--- src/common/nco_regs_cfg.svh ---
`ifndef NCO_REGS_CFG_SVH
`define NCO_REGS_CFG_SVH

// Register offsets
`define ADDR_TW0 8'h30
`define ADDR_TW1 8'h31
`define ADDR_TW2 8'h32
`define ADDR_TW3 8'h33
`define ADDR_PH_LO 8'h34
`define ADDR_PH_HI 8'h35
`define ADDR_UPD 8'h36
`define ADDR_IPC_LO 8'h38
`define ADDR_IPC_HI 8'h39
`define ADDR_QPC_LO 8'h3a
`define ADDR_QPC_HI 8'h3b
`define ADDR_IDC_LO 8'h3c
`define ADDR_IDC_HI 8'h3d
`define ADDR_QDC_LO 8'h3e
`define ADDR_QDC_HI 8'h3f
`define ADDR_IFS_LO 8'h40
`define ADDR_ICTL 8'h41
`define ADDR_IAUX_LO 8'h42

// Update control fields
`define UPD_REQ_BIT 0
`define UPD_ACK_BIT 1
`define RSY_REQ_BIT 4
`define RSY_ACK_BIT 5

// Converter control fields
`define ICTL_SLEEP_BIT 7
`define ICTL_FS_MSB 1

// Reset values
`define RST_FS_LO 8'hf9
`define RST_FS_HI 2'h1

`endif

--- src/common/nco_regs_pkg.sv ---
package nco_regs_pkg;

   typedef enum logic [0:0] {RS_IDLE, RS_ARMED} resync_e;

   typedef logic [7:0] byte_t;

   typedef struct packed {
      logic [31:0] stagedTw;
      logic [31:0] activeTw;
      logic [31:0] phaseAcc;
      logic [15:0] phaseOff;
      logic updReq;
      logic updAck;
      logic rsyReq;
      logic rsyAck;
      resync_e rsyState;
      logic [7:0] markerCnt;
      logic [9:0] iCorr;
      logic [9:0] qCorr;
      logic [15:0] iDc;
      logic [15:0] qDc;
      logic [7:0] fsLow;
      logic [1:0] fsHigh;
      logic iSleep;
      logic [7:0] auxLow;
      byte_t rdData;
      logic rdValid;
      logic [15:0] iSample;
      logic [15:0] qSample;
      logic [15:0] phaseI;
      logic [15:0] phaseQ;
   } regs_s;

endpackage

--- src/hdl/nco_tuning_and_dac_trim_regs.sv ---
`include "nco_regs_cfg.svh"
`timescale 1ns/1ns
`default_nettype none

module nco_tuning_and_dac_trim_regs #(
   parameter int MARKER_EXT_CYCLES = 2
) (
   // Clock and reset
   input wire logic clk,
   input wire logic arst_n,
   // Register port
   input wire logic regWrEn,
   input wire logic regRdEn,
   input wire logic [7:0] regAddr,
   input wire nco_regs_pkg::byte_t regWrData,
   output nco_regs_pkg::byte_t regRdData,
   output logic regRdValid,
   // Sync marker
   input wire logic syncMarker,
   // Sample path
   input wire logic [15:0] iSampleIn,
   input wire logic [15:0] qSampleIn,
   output logic [15:0] iSampleOut,
   output logic [15:0] qSampleOut,
   // Oscillator
   output logic [31:0] oscPhase,
   output logic [15:0] oscPhaseI,
   output logic [15:0] oscPhaseQ,
   output logic [31:0] activeTuningWord,
   // Converter trims
   input wire logic [1:0] iAuxLevelHigh,
   output logic [9:0] iFullScaleCode,
   output logic iConverterSleep,
   output logic [9:0] iAuxLevel
);
   import nco_regs_pkg::*;

   // ************************************************
   // State
   // ************************************************
   localparam logic [7:0] MARKER_LAST = 8'(MARKER_EXT_CYCLES - 1);

   regs_s st;
   regs_s next_st;

   logic wrHit;
   logic markerFire;
   logic updRise;
   logic rsyRise;
   logic [15:0] iCorrExt;
   logic [15:0] qCorrExt;

   assign wrHit = regWrEn && (regAddr == `ADDR_UPD);
   assign updRise = wrHit && regWrData[`UPD_REQ_BIT] && !st.updReq;
   assign rsyRise = wrHit && regWrData[`RSY_REQ_BIT] && !st.rsyReq;
   assign markerFire = syncMarker && (st.markerCnt == MARKER_LAST);
   assign iCorrExt = {{6{st.iCorr[9]}}, st.iCorr};
   assign qCorrExt = {{6{st.qCorr[9]}}, st.qCorr};

   // ************************************************
   // Next state
   // ************************************************
   always_comb begin
      next_st = st;
      next_st.rdValid = 1'b0;

      // Register writes
      if (regWrEn) begin
         if (regAddr == `ADDR_TW0) begin
            next_st.stagedTw[7:0] = regWrData;
         end else if (regAddr == `ADDR_TW1) begin
            next_st.stagedTw[15:8] = regWrData;
         end else if (regAddr == `ADDR_TW2) begin
            next_st.stagedTw[23:16] = regWrData;
         end else if (regAddr == `ADDR_TW3) begin
            next_st.stagedTw[31:24] = regWrData;
         end else if (regAddr == `ADDR_PH_LO) begin
            next_st.phaseOff[7:0] = regWrData;
         end else if (regAddr == `ADDR_PH_HI) begin
            next_st.phaseOff[15:8] = regWrData;
         end else if (regAddr == `ADDR_UPD) begin
            next_st.updReq = regWrData[`UPD_REQ_BIT];
            next_st.rsyReq = regWrData[`RSY_REQ_BIT];
            if (!regWrData[`UPD_REQ_BIT]) begin
               next_st.updAck = 1'b0;
            end
            if (!regWrData[`RSY_REQ_BIT]) begin
               next_st.rsyAck = 1'b0;
            end
         end else if (regAddr == `ADDR_IPC_LO) begin
            next_st.iCorr[7:0] = regWrData;
         end else if (regAddr == `ADDR_IPC_HI) begin
            next_st.iCorr[9:8] = regWrData[1:0];
         end else if (regAddr == `ADDR_QPC_LO) begin
            next_st.qCorr[7:0] = regWrData;
         end else if (regAddr == `ADDR_QPC_HI) begin
            next_st.qCorr[9:8] = regWrData[1:0];
         end else if (regAddr == `ADDR_IDC_LO) begin
            next_st.iDc[7:0] = regWrData;
         end else if (regAddr == `ADDR_IDC_HI) begin
            next_st.iDc[15:8] = regWrData;
         end else if (regAddr == `ADDR_QDC_LO) begin
            next_st.qDc[7:0] = regWrData;
         end else if (regAddr == `ADDR_QDC_HI) begin
            next_st.qDc[15:8] = regWrData;
         end else if (regAddr == `ADDR_IFS_LO) begin
            next_st.fsLow = regWrData;
         end else if (regAddr == `ADDR_ICTL) begin
            next_st.iSleep = regWrData[`ICTL_SLEEP_BIT];
            next_st.fsHigh = regWrData[`ICTL_FS_MSB:0];
         end else if (regAddr == `ADDR_IAUX_LO) begin
            next_st.auxLow = regWrData;
         end
      end

      // Register reads, one cycle later
      if (regRdEn) begin
         next_st.rdValid = 1'b1;
         if (regAddr == `ADDR_TW0) begin
            next_st.rdData = st.stagedTw[7:0];
         end else if (regAddr == `ADDR_TW1) begin
            next_st.rdData = st.stagedTw[15:8];
         end else if (regAddr == `ADDR_TW2) begin
            next_st.rdData = st.stagedTw[23:16];
         end else if (regAddr == `ADDR_TW3) begin
            next_st.rdData = st.stagedTw[31:24];
         end else if (regAddr == `ADDR_PH_LO) begin
            next_st.rdData = st.phaseOff[7:0];
         end else if (regAddr == `ADDR_PH_HI) begin
            next_st.rdData = st.phaseOff[15:8];
         end else if (regAddr == `ADDR_UPD) begin
            next_st.rdData = 8'h00;
            next_st.rdData[`UPD_REQ_BIT] = st.updReq;
            next_st.rdData[`UPD_ACK_BIT] = st.updAck;
            next_st.rdData[`RSY_REQ_BIT] = st.rsyReq;
            next_st.rdData[`RSY_ACK_BIT] = st.rsyAck;
         end else if (regAddr == `ADDR_IPC_LO) begin
            next_st.rdData = st.iCorr[7:0];
         end else if (regAddr == `ADDR_IPC_HI) begin
            next_st.rdData = {6'h00, st.iCorr[9:8]};
         end else if (regAddr == `ADDR_QPC_LO) begin
            next_st.rdData = st.qCorr[7:0];
         end else if (regAddr == `ADDR_QPC_HI) begin
            next_st.rdData = {6'h00, st.qCorr[9:8]};
         end else if (regAddr == `ADDR_IDC_LO) begin
            next_st.rdData = st.iDc[7:0];
         end else if (regAddr == `ADDR_IDC_HI) begin
            next_st.rdData = st.iDc[15:8];
         end else if (regAddr == `ADDR_QDC_LO) begin
            next_st.rdData = st.qDc[7:0];
         end else if (regAddr == `ADDR_QDC_HI) begin
            next_st.rdData = st.qDc[15:8];
         end else if (regAddr == `ADDR_IFS_LO) begin
            next_st.rdData = st.fsLow;
         end else if (regAddr == `ADDR_ICTL) begin
            next_st.rdData = 8'h00;
            next_st.rdData[`ICTL_SLEEP_BIT] = st.iSleep;
            next_st.rdData[`ICTL_FS_MSB:0] = st.fsHigh;
         end else if (regAddr == `ADDR_IAUX_LO) begin
            next_st.rdData = st.auxLow;
         end else begin
            next_st.rdData = 8'h00;
         end
      end

      // ************************************************
      // Tuning word update
      // ************************************************
      if (updRise) begin
         next_st.activeTw = st.stagedTw;
         next_st.updAck = 1'b1;
      end

      // ************************************************
      // Marker pulse length
      // ************************************************
      if (!syncMarker) begin
         next_st.markerCnt = 8'h00;
      end else if (st.markerCnt <= MARKER_LAST) begin
         next_st.markerCnt = 8'(st.markerCnt + 8'h01);
      end

      // ************************************************
      // Resync and oscillator
      // ************************************************
      next_st.phaseAcc = 32'(st.phaseAcc + st.activeTw);
      case (st.rsyState)
         RS_IDLE: begin
            if (rsyRise) begin
               next_st.rsyState = RS_ARMED;
            end
         end
         RS_ARMED: begin
            if (markerFire) begin
               next_st.rsyState = RS_IDLE;
               next_st.phaseAcc = {st.phaseOff, 16'h0000};
               next_st.rsyAck = 1'b1;
            end
         end
         default: begin
            next_st.rsyState = RS_IDLE;
         end
      endcase

      // ************************************************
      // Sample and phase outputs
      // ************************************************
      next_st.iSample = 16'(iSampleIn + st.iDc);
      next_st.qSample = 16'(qSampleIn + st.qDc);
      next_st.phaseI = 16'(st.phaseAcc[31:16] + iCorrExt);
      next_st.phaseQ = 16'(st.phaseAcc[31:16] + qCorrExt);
   end

   // ************************************************
   // Registers
   // ************************************************
   always_ff @(posedge clk or negedge arst_n) begin
      if (!arst_n) begin
         st <= '0;
         st.rsyState <= RS_IDLE;
         st.fsLow <= `RST_FS_LO;
         st.fsHigh <= `RST_FS_HI;
      end else begin
         st <= next_st;
      end
   end

   // ************************************************
   // Outputs
   // ************************************************
   assign regRdData = st.rdData;
   assign regRdValid = st.rdValid;
   assign iSampleOut = st.iSample;
   assign qSampleOut = st.qSample;
   assign oscPhase = st.phaseAcc;
   assign oscPhaseI = st.phaseI;
   assign oscPhaseQ = st.phaseQ;
   assign activeTuningWord = st.activeTw;
   assign iFullScaleCode = {st.fsHigh, st.fsLow};
   assign iConverterSleep = st.iSleep;
   assign iAuxLevel = {iAuxLevelHigh, st.auxLow};

endmodule

`default_nettype wire

--- config.mk ---
export PLATFORM = sky130hd
export DESIGN_NAME = nco_tuning_and_dac_trim_regs
export DESIGN_NICKNAME = d
export VERILOG_FILES = /design/src/common/nco_regs_pkg.sv /design/src/hdl/nco_tuning_and_dac_trim_regs.sv
export VERILOG_INCLUDE_DIRS = /design/src /design/src/common
export SDC_FILE = /design/constraint.sdc
export NUM_CORES = 1
export LEC_CHECK = 0
export ABC_AREA = 0
export BUFFER_PORTS_ARGS = -buffer_cell sky130_fd_sc_hd__buf_2
export CAP_MARGIN = 20
export CORE_ASPECT_RATIO = 0.7
export CORE_MARGIN = 8
export CORE_UTILIZATION = 60
export CTS_BUF_LIST = sky130_fd_sc_hd__clkbuf_4 sky130_fd_sc_hd__clkbuf_8
export DETAILED_ROUTE_END_ITERATION = 16
export HOLD_SLACK_MARGIN = 0.1
export PLACE_DENSITY = 0.81
export SYNTH_ARGS = -nofsm -noshare
export SYNTH_HDL_FRONTEND = slang
export SYNTH_SLANG_ARGS = --single-unit
--- constraint.sdc ---
create_clock -name clk -period 3.8 [get_ports clk]
set_input_delay 0.38 -clock clk [delete_from_list [all_inputs] [get_ports clk]]
set_output_delay 0.38 -clock clk [all_outputs]
set_load 0.01 [all_outputs]
; Word level (Yosys, flattened, before mapping)
; Cells that the tools add are included.
; Widths: inputs -> output; s select.
[classes]
add_sub_neg = 6
order_cmp = 1
eq_ne = 27
mux = 38
bitwise_logic = 18
reduce_logical = 29
[op_table]
columns = op, n
row1 = $mux 8, 20
row2 = $eq 8x6->1 const B, 15
row3 = $add 16x16->16, 4
row4 = $mux 32, 2
row5 = $add 32x32->32, 1
row6 = $eq 8x7->1 const B, 3
row7 = $mux 3, 8
row8 = $reduce_and 19->1, 1
row9 = $not 1->1, 18
row10 = $reduce_and 18->1, 1
row11 = $reduce_and 9->1, 2
row12 = $reduce_and 17->1, 1
row13 = $reduce_and 16->1, 1
row14 = $reduce_and 15->1, 1
row15 = $reduce_and 14->1, 1
row16 = $reduce_and 13->1, 1
row17 = $ne 2x2->1 const B, 6
row18 = $reduce_and 12->1, 1
row19 = $reduce_and 11->1, 1
row20 = $reduce_and 10->1, 1
row21 = $add 8x1->8 const B, 1
row22 = $eq 8x1->1 const B, 1
row23 = $le 8x1->1 const B, 1
row24 = $reduce_and 8->1, 1
row25 = other kinds (13), 26
[word_totals]
ff_bits = 269
inputBits = 55
word_cells = 151

; Longest topological paths before layout
; Gate-level depths: netlist of run 1.
[depth]
ltp_word = 19
ltp_mapped = 11

; Worst setup path before layout of run 1
; No wires, ideal clock.
[synth_timing]
path_kind = flip-flop to flip-flop
startpoint = reg st (netlist bit oscPhase[0])
endpoint = reg st (netlist bit oscPhase[30])
setup_ns = 0.092
t_arrival_ns = 2.600
required_ns = 3.708
setup_slack_ns = 1.108
path_stages_with_launch = 11
path_cell_list = dfrtp_1 > ha_1 > fa_1 > a211oi_1 > o21ai_1 > a22oi_1 > o2111ai_2 > a2111oi_1 > or4b_1 > a21oi_1 > o31ai_2
[synth_lines]
columns = item, line_no
row1 = "start, declared", nco_tuning_and_dac_trim_regs.sv:43  ; regs_s st;
row2 = "start signal, assigned", nco_tuning_and_dac_trim_regs.sv:224  ; st <= next_st;

==> results.tsv, run 1 <==
metric	value	unit
non-filler cells, final	1979	
Synth top area share	41.4	%
Final setup violation count	0	
total grt overflow	0	
CTS Buf Count	43	
Worst Hold Class	in -> reg	
Tot Pwr	9350	uW
Slowest cell on crit path	a22oi_1	
PD cells	547	nW/um^2
grt met3 use	9.43	%
Hold Startpoint	qSampleIn[15]	
CTS Hold Bufs	4	
number of DRC markers in iteration 0	1107	
initial antenna violation count	1	
GRT met2 Usage	39.1	%
area leader, netlist	dfrtp_1	
met1 GRT Util	37.5	%
FF-to-FF Start	oscPhase[0]$_DFF_PN0_	
synthesis warning total	0	
Final ANT Viol Nets	0	
Net Sw Power	3260	uW
WP data required	4.24	ns
Chip Height	152	um
area delta synth->final	7.85	%
delay-heaviest family, CP	compound AO/OA/AOI/OAI gates	
die area	31900	um^2
DIE WIDTH	210	um
Seq cells post-synth	269	
post-synthesis cell area	15800	um^2
Max-slew headroom	34.4	%
# clock sinks	269	
Place WS	0.633	ns
crit-path most repeated cell	o21ai_0	
WP data arrival	3.65	ns
routed len/inst	22.0	um
global-route wire length before repair	68.8	mm
FMAX	312	MHz
H-tree levels	2	
critical path, cell by cell	ha_1 > fa_1 > a211oi_1 > o21ai_1 > a22oi_1 > o21ai_0 > a21o_1 > a21oi_1 > xor2_1 > o21ai_0	
Hold Crit Endpoint	qSampleOut[15]$_DFF_PN0_	
crit-path max FO	5	
Sw Share	34.9	%
unrepaired setup endpoints after global routing	no	
CP max stage delay	0.50	ns
Final Core Density	66.2	%
Nets	1744	
final worst-path setup slack	0.595	ns
GRT busiest layer	met2	
Seq/Total Area, Yosys	42.5	%
CTS tree	built	
multi-input logic area	7620	um^2
reg2reg end	oscPhase[20]$_DFF_PN0_	
largest net degree at the start of global routing	91	
Fin Setup TNS	0	ns
post-CTS setup buffer count	0	
CTS Root Cell	clkbuf_8	
r2r worst-path depth	10	
Synth cell types	75	
Crit. End Element	flip-flop	
core area	25800	um^2
outcome	finished, final reports clean	
top post-synthesis cells by area	dfrtp_1 41%, mux2_2 11%, ha_1 7.4%	
number of remaining DRC errors	0	
IO buf count	208	
routed vias	12000	
cell-internal power	6090	uW
Initial Util	61.4	%
Placed Cells	1898	
layout cell share with drive strength beyond 1	29.9	%
CP Class	reg -> reg	
Min-Delay Path Depth	3	
Tcrit/Tclk final	84.3	%
clock slew at reported path FFs	0.07	ns
CP bufs+invs	0	
FILL cells	1988	
Leak	0.00830	uW
Synth async-reset ratio	100	%
Fin Clk Skew	0.0326	ns
fin crit period	3.21	ns
number of global-route vias before repair	12200	
Worst Tran Pin Value	0.975	ns
flop2flop setup slack	0.59	ns
EDFF count, synth	0	
I/O pins	213	
worst-skew pair later-pin latency	0.58	ns
final WL	43.5	mm
total global-route track usage	26.8	%
Critical Path Start Type	flip-flop	
worst vdd ir	0.390	mV
Main synth FF type	dfrtp_1	
vias per inst	6.06	
max-slew violation count	0	
max_cap viols	0	
clock buffer depth	3	
post-cts sizing count	0	
sequential share of power	38.9	%
FF+latch area	6740	um^2
Clk pwr share	28.9	%
combinational power share	32.2	%
Syn Nets	1673	
Pre-antenna DRT Iters	7	
Synth Instances	1519	
Mapped Avg Cell Area	10.4	um^2
row count	49	
Detail Placement HPWL	32.3	mm
Final Hold Viols	0	
GPL Wtd Cong	0.935	
worst register-to-register path: stages (launching register included):
cell	delay (ns)
dfrtp_1	0.39
ha_1	0.24
fa_1	0.43
a211oi_1	0.31
o21ai_1	0.15
a22oi_1	0.50
o21ai_0	0.38
a21o_1	0.26
a21oi_1	0.17
xor2_1	0.16
o21ai_0	0.08
final cells by class:
cell class / count / area share (%)
sequential: 269 / 39.4
antenna: 1 / 0.0146
tap: 357 / 2.61
multi-input combinational: 1014 / 44.6
clock inverter: 10 / 0.600
inverter: 39 / 0.857
clock buffer: 66 / 4.84
timing repair buffer: 223 / 7.01
Yosys cell counts, drive strengths merged, types with 22 or more instances:
master and instances:
nand3 25, a21oi 80, nor3 45, ha 94, nor2 114, nand2 77
dfrtp 262, clkbuf 28, mux2 155, buf 169, xnor2 50, inv 37
a211oi 22, o21ai 70
registers in the layout, indices dropped and copies added, names as in the netlist:
register,cells
st,93
activeTuningWord,32
oscPhase,32
iSampleOut,16
oscPhaseI,16
oscPhaseQ,16
qSampleOut,16
iCorrExt,10
iFullScaleCode,10
qCorrExt,10
iAuxLevel,8
regRdData,8
iConverterSleep,1
regRdValid,1
cells by family after synthesis:
| kind of cell | Yosys count | share of synthesized area [%] |
|---|---|---|
| and+or+nand+nor | 358 | 11.3 |
| AOI/OAI and AO/OA | 321 | 13.1 |
| DFF | 269 | 42.5 |
| buffers and inverters | 236 | 9.36 |
| muxes | 169 | 11.9 |
| adders and majority gates | 99 | 8.05 |
| xor gates and xnor gates | 67 | 3.70 |
metrics by stage:
stage	hold WS (ns)	area [um^2]
after global routing	0.111	17100
after global placement	0.450	16100
after detailed placement	0.454	16100
after CTS	0.108	17100
after floorplan	0.0844	15800
final	0.140	17100
power by group through the flow:
stage / logic, uW / clock network [uW] / registers [uW]
after floorplan: 2530 / 0 / 3520
after global placement: 2880 / 0 / 3670
after detailed placement: 2960 / 0 / 3670
after CTS: 2990 / 2740 / 3630
after global routing: 3320 / 2870 / 3690
final: 3010 / 2700 / 3640
worst max-delay path by stage:
stage,startpoint,endpoint,slack [ns],depth (start not counted)
3_5_place_dp,oscPhase[0]$_DFF_PN0_,oscPhase[30]$_DFF_PN0_,0.63,10
2_1_floorplan,oscPhase[0]$_DFF_PN0_,oscPhase[30]$_DFF_PN0_,1.11,10
5_1_grt,oscPhase[0]$_DFF_PN0_,oscPhase[20]$_DFF_PN0_,0.33,10
6_report,oscPhase[0]$_DFF_PN0_,oscPhase[20]$_DFF_PN0_,0.59,10
3_3_place_gp,oscPhase[0]$_DFF_PN0_,oscPhase[30]$_DFF_PN0_,0.73,10
4_1_cts,oscPhase[0]$_DFF_PN0_,oscPhase[30]$_DFF_PN0_,0.61,10
layout by cell type (no fill, tap or decap), drive strengths merged, types with 5 or more instances in the layout:
| master | instances |
|---|---|
| nor2 | 114 |
| and3 | 13 |
| nand4 | 8 |
| buf | 219 |
| o21a | 19 |
| o211ai | 9 |
| o22ai | 15 |
| nand2b | 6 |
| a211o | 8 |
| mux2i | 14 |
| o311ai | 5 |
| xnor2 | 50 |
| a21o | 18 |
| a31oi | 11 |
| a21oi | 80 |
| nand3 | 25 |
| and2 | 15 |
| clkbuf | 66 |
| or3 | 5 |
| dfrtp | 262 |
| nor3 | 45 |
| o21ai | 70 |
| inv | 37 |
| nor4 | 11 |
| clkinv | 9 |
| o31ai | 9 |
| a22oi | 14 |
| dfstp | 7 |
| fa | 5 |
| xor2 | 17 |
| a211oi | 22 |
| ha | 94 |
| mux2 | 155 |
| or2 | 8 |
| nand2 | 77 |
| nor3b | 5 |
| nor2b | 15 |
per-layer routing:
metal  up-vias  wire (um)
met5         -          0
met4         0       1010
met3        86       4560
met2       548      18600
met1      5900      19300
li1       5467          -
(Power assumes the default switching activity.)
==> run 2, diff against run 1 <==
Settings changed: CORE_UTILIZATION 60 to 55, PLACE_DENSITY 0.81 to 0.78.
Clock period 3.8 ns to 2.8 ns, I/O delays scaled along.
==> results.tsv, run 2 (same netlist as run 1, synthesis figures left out) <==
metric	value	unit	change
outcome	finished, final reports clean		unchanged
Worst Hold Class	in -> reg		unchanged
Crit. End Element	flip-flop		unchanged
I/O pins	213		unchanged
number of remaining DRC errors	0		unchanged
total grt overflow	0		unchanged
Final Hold Viols	0		unchanged
crit-path max FO	3		was 5
max_cap viols	0		unchanged
cell-internal power	8410	uW	was 6090 uW
Nets	1805		was 1,744
combinational power share	34.5	%	was 32.2%
WP data arrival	3.27	ns	was 3.65 ns
# clock sinks	269		unchanged
unrepaired setup endpoints after global routing	yes		was no
commonest cells after routing, fill and taps aside	260 x dfrtp_1, 207 x buf_2, 155 x mux2_2, 111 x nor2_1, 91 x ha_1		was 262 x dfrtp_1, 207 x buf_2, 155 x mux2_2, 112 x nor2_1, 94 x ha_1
worst vdd ir	0.466	mV	was 0.390 mV
PD cells	733	nW/um^2	was 547 nW/um^2
max reg flops	93		unchanged
r2r worst-path depth	11		was 10
Clk pwr share	27.9	%	was 28.9%
global-route wire length before repair	70.4	mm	was 68.8 mm
FILL cells	2316		was 1,988
Worst Tran Pin Value	0.653	ns	was 0.975 ns
Min-Delay Path Depth	3		unchanged
layout cell share with drive strength beyond 1	33.8	%	was 29.9%
most common cell after layout, fill and taps aside	dfrtp_1		unchanged
area delta synth->final	11.8	%	was 7.85%
Fin Setup TNS	0	ns	unchanged
initial antenna violation count	3		was 1
fin crit period	2.78	ns	was 3.21 ns
critical path, cell by cell	ha_2 > fa_2 > a211oi_4 > o21ai_2 > a22oi_2 > buf_4 > o2111ai_4 > a2111oi_2 > or4b_1 > a21oi_1 > o31ai_2		was ha_1 > fa_1 > a211oi_1 > o21ai_1 > a22oi_1 > o21ai_0 > a21o_1 > a21oi_1 > xor2_1 > o21ai_0
Max-slew headroom	56.5	%	was 34.4%
reg2reg end	oscPhase[30]$_DFF_PN0_		was oscPhase[20]$_DFF_PN0_
hold_ws	0.128	ns	was 0.140 ns
Final ANT Viol Nets	0		unchanged
number of global-route vias before repair	12400		was 12,200
Fin Clk Skew	0.0244	ns	was 0.0326 ns
CTS Buf Count	44		was 43
GPL Wtd Cong	0.937		was 0.935
FF+latch area	6740	um^2	about the same
CP max stage delay	0.40	ns	was 0.50 ns
Pre-antenna DRT Iters	5		was 7
Final setup violation count	0		unchanged
WP data required	3.29	ns	was 4.24 ns
routed vias	12300		was 12,000
total global-route track usage	25.9	%	was 26.8%
final worst-path setup slack	0.0193	ns	was 0.595 ns
sequential share of power	37.6	%	was 38.9%
FF-to-FF Start	oscPhase[0]$_DFF_PN0_		unchanged
routed len/inst	22.0	um	about the same
Chip Height	158	um	was 152 um
Worst setup endpoint	oscPhase[30]$_DFF_PN0_		was oscPhase[20]$_DFF_PN0_
CP startpoint	oscPhase[0]$_DFF_PN0_		unchanged
clock buffer depth	3		unchanged
max-slew violation count	0		unchanged
FMAX	360	MHz	was 312 MHz
H-tree levels	2		unchanged
flop2flop setup slack	0.02	ns	was 0.59 ns
Net Sw Power	4580	uW	was 3260 uW
Detail Placement HPWL	33.4	mm	was 32.3 mm
Tot Pwr	13000	uW	was 9350 uW
IO buf count	208		unchanged
Slowest cell on crit path	dfrtp_1		was a22oi_1
CTS Root Cell	clkbuf_8		unchanged
final WL	45.3	mm	was 43.5 mm
die area	34600	um^2	was 31,900 um^2
Leak	0.00859	uW	was 0.00830 uW
largest net degree at the start of global routing	85		was 91
Sw Share	35.2	%	was 34.9%
Place WS	-0.189	ns	was 0.633 ns
Critical Path Start Type	flip-flop		unchanged
row count	52		was 49
core area	28600	um^2	was 25,800 um^2
Tcrit/Tclk final	99.3	%	was 84.3%
Top reg by flops	st		unchanged
DIE WIDTH	219	um	was 210 um
CTS tree	built		unchanged
multi-input logic area	7770	um^2	was 7620 um^2
number of DRC markers in iteration 0	1197		was 1,107
Initial Util	55.3	%	was 61.4%
CP Class	reg -> reg		unchanged
worst-skew pair later-pin latency	0.57	ns	was 0.58 ns
vias per inst	5.96		was 6.06
clock slew at reported path FFs	0.07	ns	about the same
[run 2: cell types whose count changed in the layout (fill, tap and decap cells not counted), moves of 3 or more]
cell           delta
buf_4            +56
a211oi_1          -7
a211oi_2          +6
clkbuf_4          +4
dlygate4sd3_1     +4
o21ai_0           -4
a31oi_1           -3
a31oi_2           +3
ha_1              -3
[run 2: layer usage]
metal,routed length (um),GRT usage [%],vias to the layer above
met2,19700,38.5,529
met5,10,0,-
met3,4390,7.22,91
met1,20100,36.5,6073
li1,-,-,5590
met4,1140,7.83,2
[run 2: metrics by stage]
| step | utilization (%) | cells | cell area, um^2 |
|---|---|---|---|
| 3_5_place_dp | 57.8 | 1974 | 16600 |
| 3_3_place_gp | 57.8 | 1974 | 16600 |
| 5_1_grt | 61.9 | 2062 | 17700 |
| 6_report | 61.9 | 2062 | 17700 |
| 2_1_floorplan | - | 1519 | 15800 |
| 4_1_cts | 61.4 | 2059 | 17600 |
[run 2: worst min path at each step]
stage	start	endpoint	slack, ns
after floorplan	arst_n	activeTuningWord[0]$_DFFE_PN0P_	-0.02
after global placement	arst_n	iSampleOut[4]$_DFF_PN0_	0.27
after detailed placement	arst_n	iSampleOut[4]$_DFF_PN0_	0.27
after CTS	qSampleIn[13]	qSampleOut[13]$_DFF_PN0_	0.10
after global routing	iSampleIn[2]	iSampleOut[2]$_DFF_PN0_	0.12
final	qSampleIn[2]	qSampleOut[2]$_DFF_PN0_	0.13
[run 2: area by class of cell]
| class | instances | area share [%] |
|---|---|---|
| tap | 378 | 2.67 |
| sequential | 269 | 38.1 |
| inverter | 39 | 0.826 |
| clock buffer | 70 | 4.84 |
| multi-input combinational | 1014 | 43.9 |
| antenna | 2 | 0.0283 |
| timing repair buffer | 283 | 9.37 |
| clock inverter | 7 | 0.339 |
[run 2: what timing repair did]
action | in CTS | in global routing
endpoints found under the setup margin | 6 | 24
pin swaps | 2 | 5
hold endpoints to repair | 75 | 0
buffers inserted | 0 | 1
gates resized for setup | 6 | 27
hold buffers | 8 | 0
[run 2: power by group through the flow]
stage / registers (uW) / clock network, uW / logic, uW
global route: 4940 / 3890 / 4910
detailed placement: 4930 / 0 / 4260
finish: 4890 / 3620 / 4480
global placement: 4910 / 0 / 4140
CTS: 4880 / 3680 / 4340
floorplan: 4780 / 0 / 3430
[run 2: worst max-delay path: cells and delay by family, from the launching register on]
| kind | cells | cell delay [ns] |
|---|---|---|
| compound gates | 7 | 1.36 |
| fa+ha+maj | 2 | 0.60 |
| flops | 1 | 0.40 |
| simple gates | 1 | 0.18 |
| buf+inv | 1 | 0.16 |
